**src/asfi_pkg.sv**
```systemverilog
// Constants for the converter serial frame interface
package asfi_pkg;

    // ------------------------------------------------------------------
    // Field widths
    // ------------------------------------------------------------------
    localparam int unsigned FRAME_BITS = 16;
    localparam int unsigned CNT_W      = 5;
    localparam int unsigned SEL_W      = 3;
    localparam int unsigned CTRL_W     = 12;
    localparam int unsigned SHORT_W    = 8;
    localparam int unsigned MAG_W      = 12;
    localparam int unsigned CHAN_W     = 2;
    localparam int unsigned RESULT_W   = CHAN_W + 1 + MAG_W;

    // ------------------------------------------------------------------
    // Edge counts within a frame
    // ------------------------------------------------------------------
    localparam logic [CNT_W-1:0] CNT_SEL_LAST = 5'h03;
    localparam logic [CNT_W-1:0] CNT_SHORT_LD = 5'h0B;
    localparam logic [CNT_W-1:0] CNT_TRACK    = 5'h0E;
    localparam logic [CNT_W-1:0] CNT_CTRL_LD  = 5'h0F;
    localparam logic [CNT_W-1:0] CNT_PWR      = 5'h0F;
    localparam logic [CNT_W-1:0] CNT_END      = 5'h10;
    localparam logic [CNT_W-1:0] CNT_ZERO     = 5'h00;
    localparam logic [CNT_W-1:0] CNT_ONE      = 5'h01;

    // ------------------------------------------------------------------
    // Register selector codes and field positions
    // ------------------------------------------------------------------
    localparam logic [SEL_W-1:0] SEL_CTRL  = 3'h0;
    localparam logic [SEL_W-1:0] SEL_SEQ   = 3'h1;
    localparam logic [SEL_W-1:0] SEL_RANGE = 3'h2;

    localparam int unsigned CTRL_WE_POS     = 11;
    localparam int unsigned SHORT_WE_POS    = 7;
    localparam int unsigned POWER_HI_POS    = 5;
    localparam int unsigned POWER_LO_POS    = 4;

    // ------------------------------------------------------------------
    // Reset values
    // ------------------------------------------------------------------
    localparam logic [CTRL_W-1:0]   CTRL_RST   = 12'h000;
    localparam logic [SHORT_W-1:0]  SHORT_RST  = 8'h00;
    localparam logic [SEL_W-1:0]    SEL_RST    = 3'h0;
    localparam logic [2:0]          PINS_RST   = 3'h6;

    localparam int unsigned BUF_DEPTH = 2;

endpackage

```
**src/asfi_frame_if.sv**
```systemverilog
// Serial frame interface of the converter: framing, register writes, result word
`timescale 1ns/1ns
`default_nettype none
module asfi_frame_if
    import asfi_pkg::*;
(
    input  wire logic                core_clk_i,
    input  wire logic                rst_n_i,
    // Serial pins from the host
    input  wire logic                sclk_i,
    input  wire logic                cs_n_i,
    input  wire logic                din_i,
    output logic                     dout_o,
    output logic                     dout_oe_o,
    // Conversion results from the converter core
    input  wire logic                conv_valid_i,
    output logic                     conv_ready_o,
    input  wire logic [CHAN_W-1:0]   conv_chan_i,
    input  wire logic                conv_sign_i,
    input  wire logic [MAG_W-1:0]    conv_mag_i,
    // Sampler and power control
    output logic                     hold_o,
    output logic                     shutdown_o,
    // Register contents
    output logic [CTRL_W-1:0]        ctrl_o,
    output logic [SHORT_W-1:0]       seq_o,
    output logic [SHORT_W-1:0]       range_o
);

    // ------------------------------------------------------------------
    // Pin synchronisers and edge detection
    // ------------------------------------------------------------------
    // Bits are {sclk, cs_n, din}; idle is clock high, select high
    logic [2:0] sync1_r;
    logic [2:0] sync2_r;
    logic       sclk_last_r;
    logic       cs_last_r;

    always_ff @(posedge core_clk_i) begin
        if (!rst_n_i) begin
            sync1_r     <= PINS_RST;
            sync2_r     <= PINS_RST;
            sclk_last_r <= 1'b1;
            cs_last_r   <= 1'b1;
        end else begin
            sync1_r     <= {sclk_i, cs_n_i, din_i};
            sync2_r     <= sync1_r;
            sclk_last_r <= sync2_r[2];
            cs_last_r   <= sync2_r[1];
        end
    end

    wire logic sclk_s    = sync2_r[2];
    wire logic cs_s      = sync2_r[1];
    wire logic din_s     = sync2_r[0];
    wire logic sclk_fall = sclk_last_r & ~sclk_s;
    wire logic sclk_rise = ~sclk_last_r & sclk_s;
    wire logic cs_fall   = cs_last_r & ~cs_s;
    wire logic cs_rise   = ~cs_last_r & cs_s;

    // ------------------------------------------------------------------
    // Result buffer
    // ------------------------------------------------------------------
    // Two entries let the core post a result while a frame still shifts
    logic [RESULT_W-1:0] buf_data;
    logic                buf_valid;

    asfi_two_entry_buf #(
        .WIDTH (RESULT_W),
        .DEPTH (BUF_DEPTH)
    ) u_buf (
        .core_clk_i  (core_clk_i),
        .rst_n_i     (rst_n_i),
        .in_valid_i  (conv_valid_i),
        .in_ready_o  (conv_ready_o),
        .in_data_i   ({conv_chan_i, conv_sign_i, conv_mag_i}),
        .out_valid_o (buf_valid),
        .out_ready_i (cs_fall),
        .out_data_o  (buf_data)
    );

    // An empty buffer sends an all-zero word rather than stale data
    wire logic [RESULT_W-1:0] result = buf_valid ? buf_data : '0;
    wire logic [FRAME_BITS-1:0] word_ld = {1'b0, result};

    // ------------------------------------------------------------------
    // Frame state and edge counters
    // ------------------------------------------------------------------
    logic             active_r;
    logic [CNT_W-1:0] fall_cnt_r;
    logic [CNT_W-1:0] rise_cnt_r;

    // Edges are honoured only while select stays low inside the frame
    wire logic             live     = active_r & ~cs_s;
    wire logic             fall_go  = live & sclk_fall & (fall_cnt_r != CNT_END);
    wire logic             rise_go  = live & sclk_rise & (rise_cnt_r != CNT_END);
    wire logic [CNT_W-1:0] fall_num = fall_cnt_r + CNT_ONE;
    wire logic [CNT_W-1:0] rise_num = rise_cnt_r + CNT_ONE;

    always_ff @(posedge core_clk_i) begin
        if (!rst_n_i) begin
            active_r   <= 1'b0;
            fall_cnt_r <= CNT_ZERO;
            rise_cnt_r <= CNT_ZERO;
        end else if (cs_fall) begin
            active_r   <= 1'b1;
            fall_cnt_r <= CNT_ZERO;
            rise_cnt_r <= CNT_ZERO;
        end else if (cs_rise) begin
            active_r   <= 1'b0;
        end else begin
            if (fall_go) begin
                fall_cnt_r <= fall_num;
            end
            if (rise_go) begin
                rise_cnt_r <= rise_num;
            end
        end
    end

    // ------------------------------------------------------------------
    // Serial input and register select
    // ------------------------------------------------------------------
    logic [FRAME_BITS-1:0] rx_r;
    logic [SEL_W-1:0]      sel_r;

    wire logic [FRAME_BITS-1:0] rx_nxt = {rx_r[FRAME_BITS-2:0], din_s};

    always_ff @(posedge core_clk_i) begin
        if (!rst_n_i) begin
            rx_r  <= '0;
            sel_r <= SEL_RST;
        end else if (fall_go) begin
            rx_r <= rx_nxt;
            if (fall_num == CNT_SEL_LAST) begin
                sel_r <= rx_nxt[SEL_W-1:0];
            end
        end
    end

    // Register data follow the selector, MSB first, up to the load edge
    wire logic [CTRL_W-1:0]  ctrl_data  = rx_nxt[CTRL_W-1:0];
    wire logic [SHORT_W-1:0] short_data = rx_nxt[SHORT_W-1:0];

    wire logic ctrl_ld = fall_go & (fall_num == CNT_CTRL_LD) & (sel_r == SEL_CTRL)
                       & ctrl_data[CTRL_WE_POS];
    wire logic short_ld = fall_go & (fall_num == CNT_SHORT_LD)
                        & short_data[SHORT_WE_POS];
    wire logic seq_ld   = short_ld & (sel_r == SEL_SEQ);
    wire logic range_ld = short_ld & (sel_r == SEL_RANGE);

    // ------------------------------------------------------------------
    // Configuration registers
    // ------------------------------------------------------------------
    // A frame aborted before its load edge (fall 11 or 15) leaves contents put
    logic ctrl_wr_r;

    always_ff @(posedge core_clk_i) begin
        if (!rst_n_i) begin
            ctrl_o    <= CTRL_RST;
            seq_o     <= SHORT_RST;
            range_o   <= SHORT_RST;
            ctrl_wr_r <= 1'b0;
        end else begin
            if (ctrl_ld) begin
                ctrl_o <= ctrl_data;
            end
            if (seq_ld) begin
                seq_o <= short_data;
            end
            if (range_ld) begin
                range_o <= short_data;
            end
            if (cs_fall) begin
                ctrl_wr_r <= 1'b0;
            end else if (ctrl_ld) begin
                ctrl_wr_r <= 1'b1;
            end
        end
    end

    // ------------------------------------------------------------------
    // Power mode change
    // ------------------------------------------------------------------
    // Takes effect only on rise fifteen of the frame that wrote control
    wire logic pwr_edge = rise_go & (rise_num == CNT_PWR) & ctrl_wr_r;
    wire logic pwr_full = ctrl_o[POWER_HI_POS] & ctrl_o[POWER_LO_POS];

    always_ff @(posedge core_clk_i) begin
        if (!rst_n_i) begin
            shutdown_o <= 1'b0;
        end else if (pwr_edge) begin
            shutdown_o <= pwr_full;
        end
    end

    // ------------------------------------------------------------------
    // Track and hold
    // ------------------------------------------------------------------
    always_ff @(posedge core_clk_i) begin
        if (!rst_n_i) begin
            hold_o <= 1'b0;
        end else if (cs_fall) begin
            hold_o <= 1'b1;
        end else if (cs_rise) begin
            hold_o <= 1'b0;
        end else if (rise_go && (rise_num == CNT_TRACK)) begin
            hold_o <= 1'b0;
        end
    end

    // ------------------------------------------------------------------
    // Serial output
    // ------------------------------------------------------------------
    // The zero bit leaves with select; later bits follow falling edges
    logic [FRAME_BITS-1:0] tx_r;

    always_ff @(posedge core_clk_i) begin
        if (!rst_n_i) begin
            tx_r      <= '0;
            dout_o    <= 1'b0;
            dout_oe_o <= 1'b0;
        end else if (cs_fall) begin
            tx_r      <= word_ld;
            dout_o    <= word_ld[FRAME_BITS-1];
            dout_oe_o <= 1'b1;
        end else if (cs_rise) begin
            dout_oe_o <= 1'b0;
        end else if (fall_go) begin
            tx_r   <= {tx_r[FRAME_BITS-2:0], 1'b0};
            dout_o <= tx_r[FRAME_BITS-2];
            if (fall_num == CNT_END) begin
                dout_oe_o <= 1'b0;
            end
        end
    end

endmodule
`default_nettype wire

```
**src/asfi_two_entry_buf.sv**
```systemverilog
// Small valid/ready buffer for conversion results
`timescale 1ns/1ns
`default_nettype none
module asfi_two_entry_buf
    import asfi_pkg::*;
#(
    parameter int unsigned WIDTH = 15,
    parameter int unsigned DEPTH = 2
) (
    input  wire logic             core_clk_i,
    input  wire logic             rst_n_i,
    input  wire logic             in_valid_i,
    output logic                  in_ready_o,
    input  wire logic [WIDTH-1:0] in_data_i,
    output logic                  out_valid_o,
    input  wire logic             out_ready_i,
    output logic [WIDTH-1:0]      out_data_o
);

    localparam int unsigned PTR_W = (DEPTH > 1) ? $clog2(DEPTH) : 1;
    localparam logic [PTR_W:0] CNT_FULL = (PTR_W+1)'(DEPTH);
    localparam logic [PTR_W-1:0] PTR_LAST = PTR_W'(DEPTH - 1);

    logic [WIDTH-1:0] mem_r [DEPTH];
    logic [PTR_W-1:0] wr_ptr_r;
    logic [PTR_W-1:0] rd_ptr_r;
    logic [PTR_W:0]   cnt_r;
    logic [PTR_W:0]   cnt_nxt;
    logic             not_full_r;
    logic             not_empty_r;
    wire logic        push = in_valid_i & not_full_r;
    wire logic        pop  = out_ready_i & not_empty_r;

    // ------------------------------------------------------------------
    // Flags kept in flip-flops so both sides see clean levels
    // ------------------------------------------------------------------
    assign cnt_nxt     = cnt_r + {{PTR_W{1'b0}}, push} - {{PTR_W{1'b0}}, pop};
    assign in_ready_o  = not_full_r;
    assign out_valid_o = not_empty_r;
    assign out_data_o  = mem_r[rd_ptr_r];

    always_ff @(posedge core_clk_i) begin
        if (!rst_n_i) begin
            wr_ptr_r    <= '0;
            rd_ptr_r    <= '0;
            cnt_r       <= '0;
            not_full_r  <= 1'b1;
            not_empty_r <= 1'b0;
        end else begin
            cnt_r       <= cnt_nxt;
            not_full_r  <= (cnt_nxt != CNT_FULL);
            not_empty_r <= (cnt_nxt != '0);
            if (push) begin
                wr_ptr_r <= (wr_ptr_r == PTR_LAST) ? '0 : wr_ptr_r + 1'b1;
            end
            if (pop) begin
                rd_ptr_r <= (rd_ptr_r == PTR_LAST) ? '0 : rd_ptr_r + 1'b1;
            end
        end
    end

    // Storage needs no reset; the flags guard every read
    always_ff @(posedge core_clk_i) begin
        if (push) begin
            mem_r[wr_ptr_r] <= in_data_i;
        end
    end

endmodule
`default_nettype wire

```
**config.mk**
```make
export PLATFORM = sky130hd
export DESIGN_NAME = asfi_frame_if
export DESIGN_NICKNAME = d
export VERILOG_FILES = /design/src/asfi_pkg.sv /design/src/asfi_frame_if.sv /design/src/asfi_two_entry_buf.sv
export SDC_FILE = /design/constraint.sdc
export NUM_CORES = 1
export LEC_CHECK = 0
export BUFFER_PORTS_ARGS = -buffer_cell sky130_fd_sc_hd__buf_2
export CORE_MARGIN = 10
export CORE_UTILIZATION = 40
export DETAILED_ROUTE_END_ITERATION = 6
export SYNTH_ARGS = -nofsm -noshare
export SYNTH_HDL_FRONTEND = slang
export SYNTH_SLANG_ARGS = --single-unit
```
**constraint.sdc**
```tcl
create_clock -name core_clk_i -period 2.5 [get_ports core_clk_i]
set_clock_uncertainty 0.15 [all_clocks]
set_input_delay 0.5 -clock core_clk_i [delete_from_list [all_inputs] [get_ports core_clk_i]]
set_output_delay 0.5 -clock core_clk_i [all_outputs]
set_load 0.005 [all_outputs]
```
# ---- Word-level counts from Yosys, hierarchy flattened
# Memory sizes are Yosys's and may differ from the RTL's. A register that Yosys moved wholly into a read port is not among the register bits.
# Cells that the tools add are included.
dict set report op_classes {
  n_addsub 6
  eq_ne 12
  mux 19
  n_bitwise 27
  n_reduce_logical 14
}
# op count
set ops {}
lappend ops {{15-bit two-way mux} 4}
lappend ops {{1-bit bitwise AND} 21}
lappend ops {{5-bit by 4-bit == test with 1-bit output (second input constant)} 4}
lappend ops {{1-bit two-way mux} 15}
lappend ops {{5-bit by 1-bit adder with 5-bit output (second input constant)} 2}
lappend ops {{5-bit inequality test (second input constant)} 2}
lappend ops {{2-bit AND reduction} 5}
lappend ops {{3-bit nonzero test} 3}
lappend ops {{1-bit inverter} 6}
lappend ops {{2-bit nonzero test} 3}
lappend ops {{5-bit by 2-bit == test with 1-bit output (second input constant)} 1}
lappend ops {{5-bit == test (second input constant)} 1}
lappend ops {{3-bit by 1-bit == test with 1-bit output (second input constant)} 1}
lappend ops {{3-bit by 2-bit == test with 1-bit output (second input constant)} 1}
lappend ops {{3-bit zero test} 1}
lappend ops {{1-bit adder (second input constant)} 2}
lappend ops {{2-bit by 1-bit adder with 2-bit output} 1}
lappend ops {{2-bit by 1-bit inequality test with 1-bit output (second input constant)} 1}
lappend ops {{2-bit inequality test (second input constant)} 1}
lappend ops {{2-bit OR reduction} 1}
lappend ops {{2-bit by 1-bit subtractor with 2-bit output} 1}
lappend ops {{1-bit logical AND} 1}
dict set report totals {
  register_bits 87
  mem_bits_rw 30
  in_bits 21
  out_inout_bits 33
  wordCells 102
  memories 1
}
# name words width read_ports rd_clocked_by_memory_dff wr line_no
set mem_list {}
lappend mem_list {u_buf.mem_r 2 15 1 1 1 asfi_two_entry_buf.sv:24} ;# logic [WIDTH-1:0] mem_r [DEPTH];

# ---- Logic depth before layout (Yosys ltp)
dict set report depth {
  depth_word 8
  depth_mapped 14
  mapped_depth_nobuf 12
}

# ---- By module
# A second synthesis with hierarchy kept.
dict set report unflattened {
  cells_unflattened 433
  area_unflattened_um2 4862.2
}
# mod instances cells_each area_each_um2 seq_area_each_um2
set modules_own_cells {}
lappend modules_own_cells {asfi_frame_if 1 360 3457.1 1621.6}
lappend modules_own_cells {asfi_two_entry_buf 1 73 1405.1 1041.0}

# ---- Least setup slack after synthesis
# No wires, ideal clock.
dict set report synth_timing {
  path_type {flip-flop to flip-flop}
  startpoint {register sync2_r[1]}
  endpoint {register u_buf.not_empty_r, in the netlist u_buf.out_valid_o}
  arrival_ns 2.443
  required_ns 2.227
  setup_slack_ns -0.217
  path_stages_with_launch 15
  period_less_slack_ns 2.717
  path_cell_list {dfxtp_1 -> inv_1 -> ha_1 -> clkbuf_1 -> nand2_1 -> clkbuf_1 -> inv_1 -> ha_1 -> inv_1 -> ha_1 -> xnor2_1 -> xnor2_1 -> nand2_1 -> inv_1 -> or2_2}
}
dict set report synth_via {
  elab_chain_cells 5
}
# element line_no
set synth_lines {}
lappend synth_lines {{start: declaration} asfi_frame_if.sv:35} ;# logic [2:0] sync2_r;
lappend synth_lines {{start signal: assignment} asfi_frame_if.sv:47} ;# sync2_r <= sync1_r;
lappend synth_lines {{1-bit inverter} asfi_frame_if.sv:58} ;# wire logic cs_fall = cs_last_r & ~cs_s;
lappend synth_lines {{1-bit bitwise AND} asfi_frame_if.sv:58}
lappend synth_lines {{named net cs_fall} asfi_frame_if.sv:58}
lappend synth_lines {{1-bit bitwise AND} asfi_two_entry_buf.sv:32} ;# wire logic pop = out_ready_i & not_empty_r;
lappend synth_lines {{named net u_buf.pop} asfi_two_entry_buf.sv:32}
lappend synth_lines {{2-bit by 1-bit subtractor with 2-bit output} asfi_two_entry_buf.sv:37} ;# assign cnt_nxt = cnt_r + {{PTR_W{1'b0}}, push} - {{PTR_W{1'b0}}, pop};
lappend synth_lines {{2-bit nonzero test} asfi_two_entry_buf.sv:52} ;# not_empty_r <= (cnt_nxt != '0);
lappend synth_lines {{end signal: assignment} asfi_two_entry_buf.sv:52}
lappend synth_lines {{end: declaration} asfi_two_entry_buf.sv:30} ;# logic not_empty_r;
# The timed path passes the listed nets, and every way through them passes these cells.
# A chain may end at the register's enable or synchronous reset.

# ---- Worst setup path in the final report
dict set report layout_timing {
  startpoint {register fall_cnt_r[0]}
  endpoint {register range_o[4]}
}
dict set report layout_via {
  elab_chain_cells 5
  elab_cells_between_ends 7
  cone_classes {1 x add/sub; 2 x eq/ne; 4 x bitwise}
}
# element line_no
set layout_lines {}
lappend layout_lines {{start: declaration} asfi_frame_if.sv:90} ;# logic [CNT_W-1:0] fall_cnt_r;
lappend layout_lines {{start signal: assignment} asfi_frame_if.sv:113} ;# fall_cnt_r <= fall_num;
lappend layout_lines {{5-bit by 1-bit adder with 5-bit output} asfi_frame_if.sv:97} ;# wire logic [CNT_W-1:0] fall_num = fall_cnt_r + CNT_ONE;
lappend layout_lines {{named net fall_num[0]} asfi_frame_if.sv:97}
lappend layout_lines {{5-bit by 4-bit == test with 1-bit output} asfi_frame_if.sv:147} ;# wire logic short_ld = fall_go & (fall_num == CNT_SHORT_LD)
lappend layout_lines {{1-bit bitwise AND} asfi_frame_if.sv:147}
lappend layout_lines {{1-bit bitwise AND} asfi_frame_if.sv:148} ;# & short_data[SHORT_WE_POS];
lappend layout_lines {{1-bit bitwise AND} asfi_frame_if.sv:150} ;# wire logic range_ld = short_ld & (sel_r == SEL_RANGE);
lappend layout_lines {{end signal: assignment} asfi_frame_if.sv:172} ;# range_o <= short_data;
lappend layout_lines {{end: declaration} asfi_frame_if.sv:27} ;# output logic [SHORT_W-1:0] range_o
# The timed path passes the listed nets, and every way through them passes these cells.

==> impl_metrics.tcl <==
set metrics [dict create \
    place.gp.congestion 0.8004 \
    die_y_um 131.2 \
    grt_antenna_before_repair 0 \
    grt.met3_usage_pct 4.306 \
    clk_pin_slew_worst_paths_ns 0.05 \
    totalWireLength_mm 9.635 \
    met2_usage_pct 18.32 \
    crit_fanout 8 \
    ir_drop_uv 451.4 \
    gr-usage-all-layers_pct 11.69 \
    min_from "sclk_i" \
    n_fill_cell 1118 \
    ys.flop_type "dfxtp_1" \
    die_w_um 131.2 \
    h-tree-depth 4 \
    io_pins 54 \
    regToRegStartpoint "fall_cnt_r[0]$_SDFFE_PP0P_" \
    power_frac_clock_pct 49.5 \
    critPathLaunchType "register" \
    crit_buf_inv 1 \
    slowest_stage "and3_1" \
    pre_cts_ws_ns 0.1274 \
    yosysSeqAreaShare_pct 53.87 \
    top_usage_layer "met2" \
    final_layout_size_suffix_gt1_share_pct 21.83 \
    worst_slack_ns 0.1481 \
    start_util_pct 40.98 \
    finalHoldViolCount 0 \
    synth_cell_type_count 48 \
    avgRoutedWirePerCell_um 14.15 \
    reg2regPathDepth 7 \
    antenna_cells 0 \
    max-slew-margin-rel_pct 56.22 \
    ys_warn_count 0 \
    cts_buffers 17 \
    firstDrtPassIters 4 \
    portBuffers 53 \
    synth-edff-count 30 \
    power.density_nw_per_um2 784.3 \
    rows 40 \
    combPwrFrac_pct 5.6 \
    status "finished, final reports clean" \
    path_cells "inv_1 > ha_1 > and4bb_4 > nor3_4 > and4bb_1 > and3_1 > mux2i_1" \
    grt_start_max_net_pins 44 \
    syn-instance-count 442 \
    p_leak_uw 0.002423 \
    finalNetCount 534 \
    clk_latency_ns 0.41 \
    cellInternalPower_uw 3689 \
    synth_area_um2 4942 \
    endpoint_kind "register" \
    dpl.hpwl_mm 6.579 \
    vias 3272 \
    tightest_slew_ns 0.6566 \
    syn_to_final_growth_pct 20.73 \
    setup.worst_path.class "reg2reg" \
    max_freq_mhz 425.2 \
    post-place-cells 649 \
    setup_viol 0 \
    cp.depth 7 \
    worst_path_largest_cell_delay_ns 0.47 \
    cp-startpoint "fall_cnt_r[0]$_SDFFE_PP0P_" \
    cap_violations 0 \
    ys_ff_latch 118 \
    crit_required_ns 2.69 \
    p_sw_uw 990.2 \
    async_flop_share_pct 0 \
    grt_use_met1_pct 13.74 \
    final_max_slew_viol_count 0 \
    rrSetupSlack_ns 0.15 \
    ant_nets 0 \
    arrival_ns 2.54 \
    vias_per_cell 4.805 \
    regToRegEndpoint "range_o[4]$_SDFFE_PN0P_" \
    sw_frac_of_total_pct 21.16 \
    post-route-period-util_pct 94.08 \
    syn_nets 476 \
    drcViolationCount 0 \
    grt_overflow_total 0 \
    hold_class "in2reg" \
    clock_path_buffers 2 \
    grt_first_pass_wirelength_mm 16.50 \
    setup.worst_path.end "range_o[4]$_SDFFE_PN0P_" \
    coreArea_um2 12060 \
    clockRootBuffer "clkbuf_16" \
    cpLargestDelayFamily "simple AND/OR/NAND/NOR gates" \
    cts_hold_buf 0 \
    period_needed_ns 2.352 \
    p_seq_share_pct 44.9 \
    synth.avg_cell_area_um2 11.18 \
    tritoncts "done" \
    cts_sinks 118 \
    drtIter0Drc 157 \
    grt_pass1_vias 3350 \
    dieArea_um2 17200 \
    finalNonFillerCells 681 \
]
[state kept, by name, indices dropped and copies added, names as in the netlist, 2 cells and up, named ones only]
| register | flops |
|---|---|
| seq_o | 8 |
| tx_r | 16 |
| ctrl_o | 12 |
| rise_cnt_r | 5 |
| range_o | 8 |
| sel_r | 3 |
| sync1_r | 3 |
| sync2_r | 3 |
| rx_r | 11 |
| fall_cnt_r | 5 |
| u_buf.cnt_r | 2 |
| u_buf.mem_r | 30 |
[kinds of logic after synthesis]
kind of cell,count (synthesis),synth area share (%)
XOR/XNOR,16,2.988
adder cells (fa/ha/maj),13,3.291
buffers and inverters,55,5.316
flip-flops,118,53.87
AND/OR/NAND/NOR,135,15.65
AO/OA/AOI/OAI,55,8.759
multiplexers,50,10.13
[cells in the final DEF (no fill, tap or decap), types with 2 or more instances in the layout]
cell / synthesis / final
dfxtp_1: 88 / 87
buf_2: 6 / 53
mux2i_1: 50 / 50
nand2_1: 44 / 43
edfxtp_1: 30 / 30
inv_1: 27 / 27
nor2_1: 22 / 22
nor2b_1: 18 / 18
clkbuf_16: 0 / 17
o221ai_1: 15 / 15
o211a_1: 14 / 14
nand3_1: 13 / 13
ha_1: 13 / 13
buf_4: 1 / 13
o21ai_0: 10 / 10
xnor2_1: 9 / 7
and2_1: 7 / 7
xor2_1: 6 / 6
nand2b_1: 6 / 6
clkinv_2: 0 / 4
clkbuf_1: 14 / 4
and3_1: 3 / 3
o21ai_1: 3 / 3
a21oi_1: 3 / 3
o21a_1: 3 / 3
a31oi_1: 2 / 2
nand4bb_1: 2 / 2
nand4_1: 2 / 2
nor3_1: 2 / 2
nand3b_1: 2 / 2
a211oi_1: 2 / 2
xnor2_2: 0 / 2
or2_2: 2 / 2
bufinv_16: 0 / 2
clkbuf_8: 0 / 2
clkinvlp_4: 0 / 2
[cell type report]
cell class / instances / area, um^2 / share of cell area, %
sequential: 118 / 2664 / 44.64
multi-input combinational: 269 / 2039 / 34.18
clock buffer: 23 / 467.9 / 7.842
timing repair buffer: 67 / 382.9 / 6.416
tap: 168 / 210.2 / 3.523
clock inverter: 9 / 101.3 / 1.698
inverter: 27 / 101.3 / 1.698
[power by group through the flow]
stage	Clock [uW]	Sequential [uW]	Combinational (uW)
2_1_floorplan	0	2130	175
3_3_place_gp	0	2130	246
3_5_place_dp	0	2140	255
4_1_cts	2380	2100	256
5_1_grt	2460	2110	301
6_report	2320	2100	264
[Yosys cell counts (2+ instances only)]
cell       count  area (um^2)
nand4_1        2        12.51
a31oi_1        2        12.51
ha_1          13        162.7
xnor2_1        9        78.83
o221ai_1      15        131.4
edfxtp_1      30        900.9
mux2i_1       50        500.5
nand2b_1       6        37.54
nor2b_1       18        112.6
buf_6          6        67.56
o21ai_1        3        15.01
nand2_1       44        165.2
o211a_1       14        140.1
and3_1         3        18.77
nand3b_1       2        15.01
clkbuf_1      14        52.55
a211oi_1       2        15.01
nor3_1         2        10.01
or2_2          2        12.51
nand4bb_1      2        22.52
nor2_1        22        82.58
and2_1         7        43.79
o21ai_0       10        50.05
a21oi_1        3        15.01
inv_1         27        101.4
xor2_1         6        52.55
o21a_1         3        22.52
buf_2          6        30.03
dfxtp_1       88         1762
nand3_1       13        65.06
[layer usage]
layer  wire length [um]  vias to the layer above
li1                   -                     1659
met1               4487                     1541
met2               4594                       53
met3                388                       19
met4                165                        0
met5                  0                        -
[metrics by stage]
step                TNS [ns]  utilization [%]  hold WS, ns  total power [uW]  area (um^2)
floorplan                  0                -       0.2363              2304         4955
global placement           0            44.62       0.2491              2381         5381
detailed placement         0            44.62       0.2518              2391         5381
CTS                        0            49.34      0.09623              4730         5951
global route        -0.02286            49.47      0.09915              4867         5967
finish                     0            49.47       0.1174              4680         5967
[worst min-delay path by stage]
stage,end,cells past startpoint
after floorplan,sync2_r[1]$_SDFF_PN1_,1
after global placement,sync2_r[2]$_SDFF_PN1_,1
after detailed placement,sync2_r[2]$_SDFF_PN1_,1
after CTS,sync1_r[2]$_SDFF_PN1_,2
after global routing,sync1_r[2]$_SDFF_PN1_,2
final,sync1_r[2]$_SDFF_PN1_,2
[what timing repair did]
item | in CTS | in global routing
endpoints found under the setup margin | 0 | 2
gates resized for setup | 0 | 3
setup buffers | 0 | 0
No activity file was read; power rests on OpenSTA's default activity.
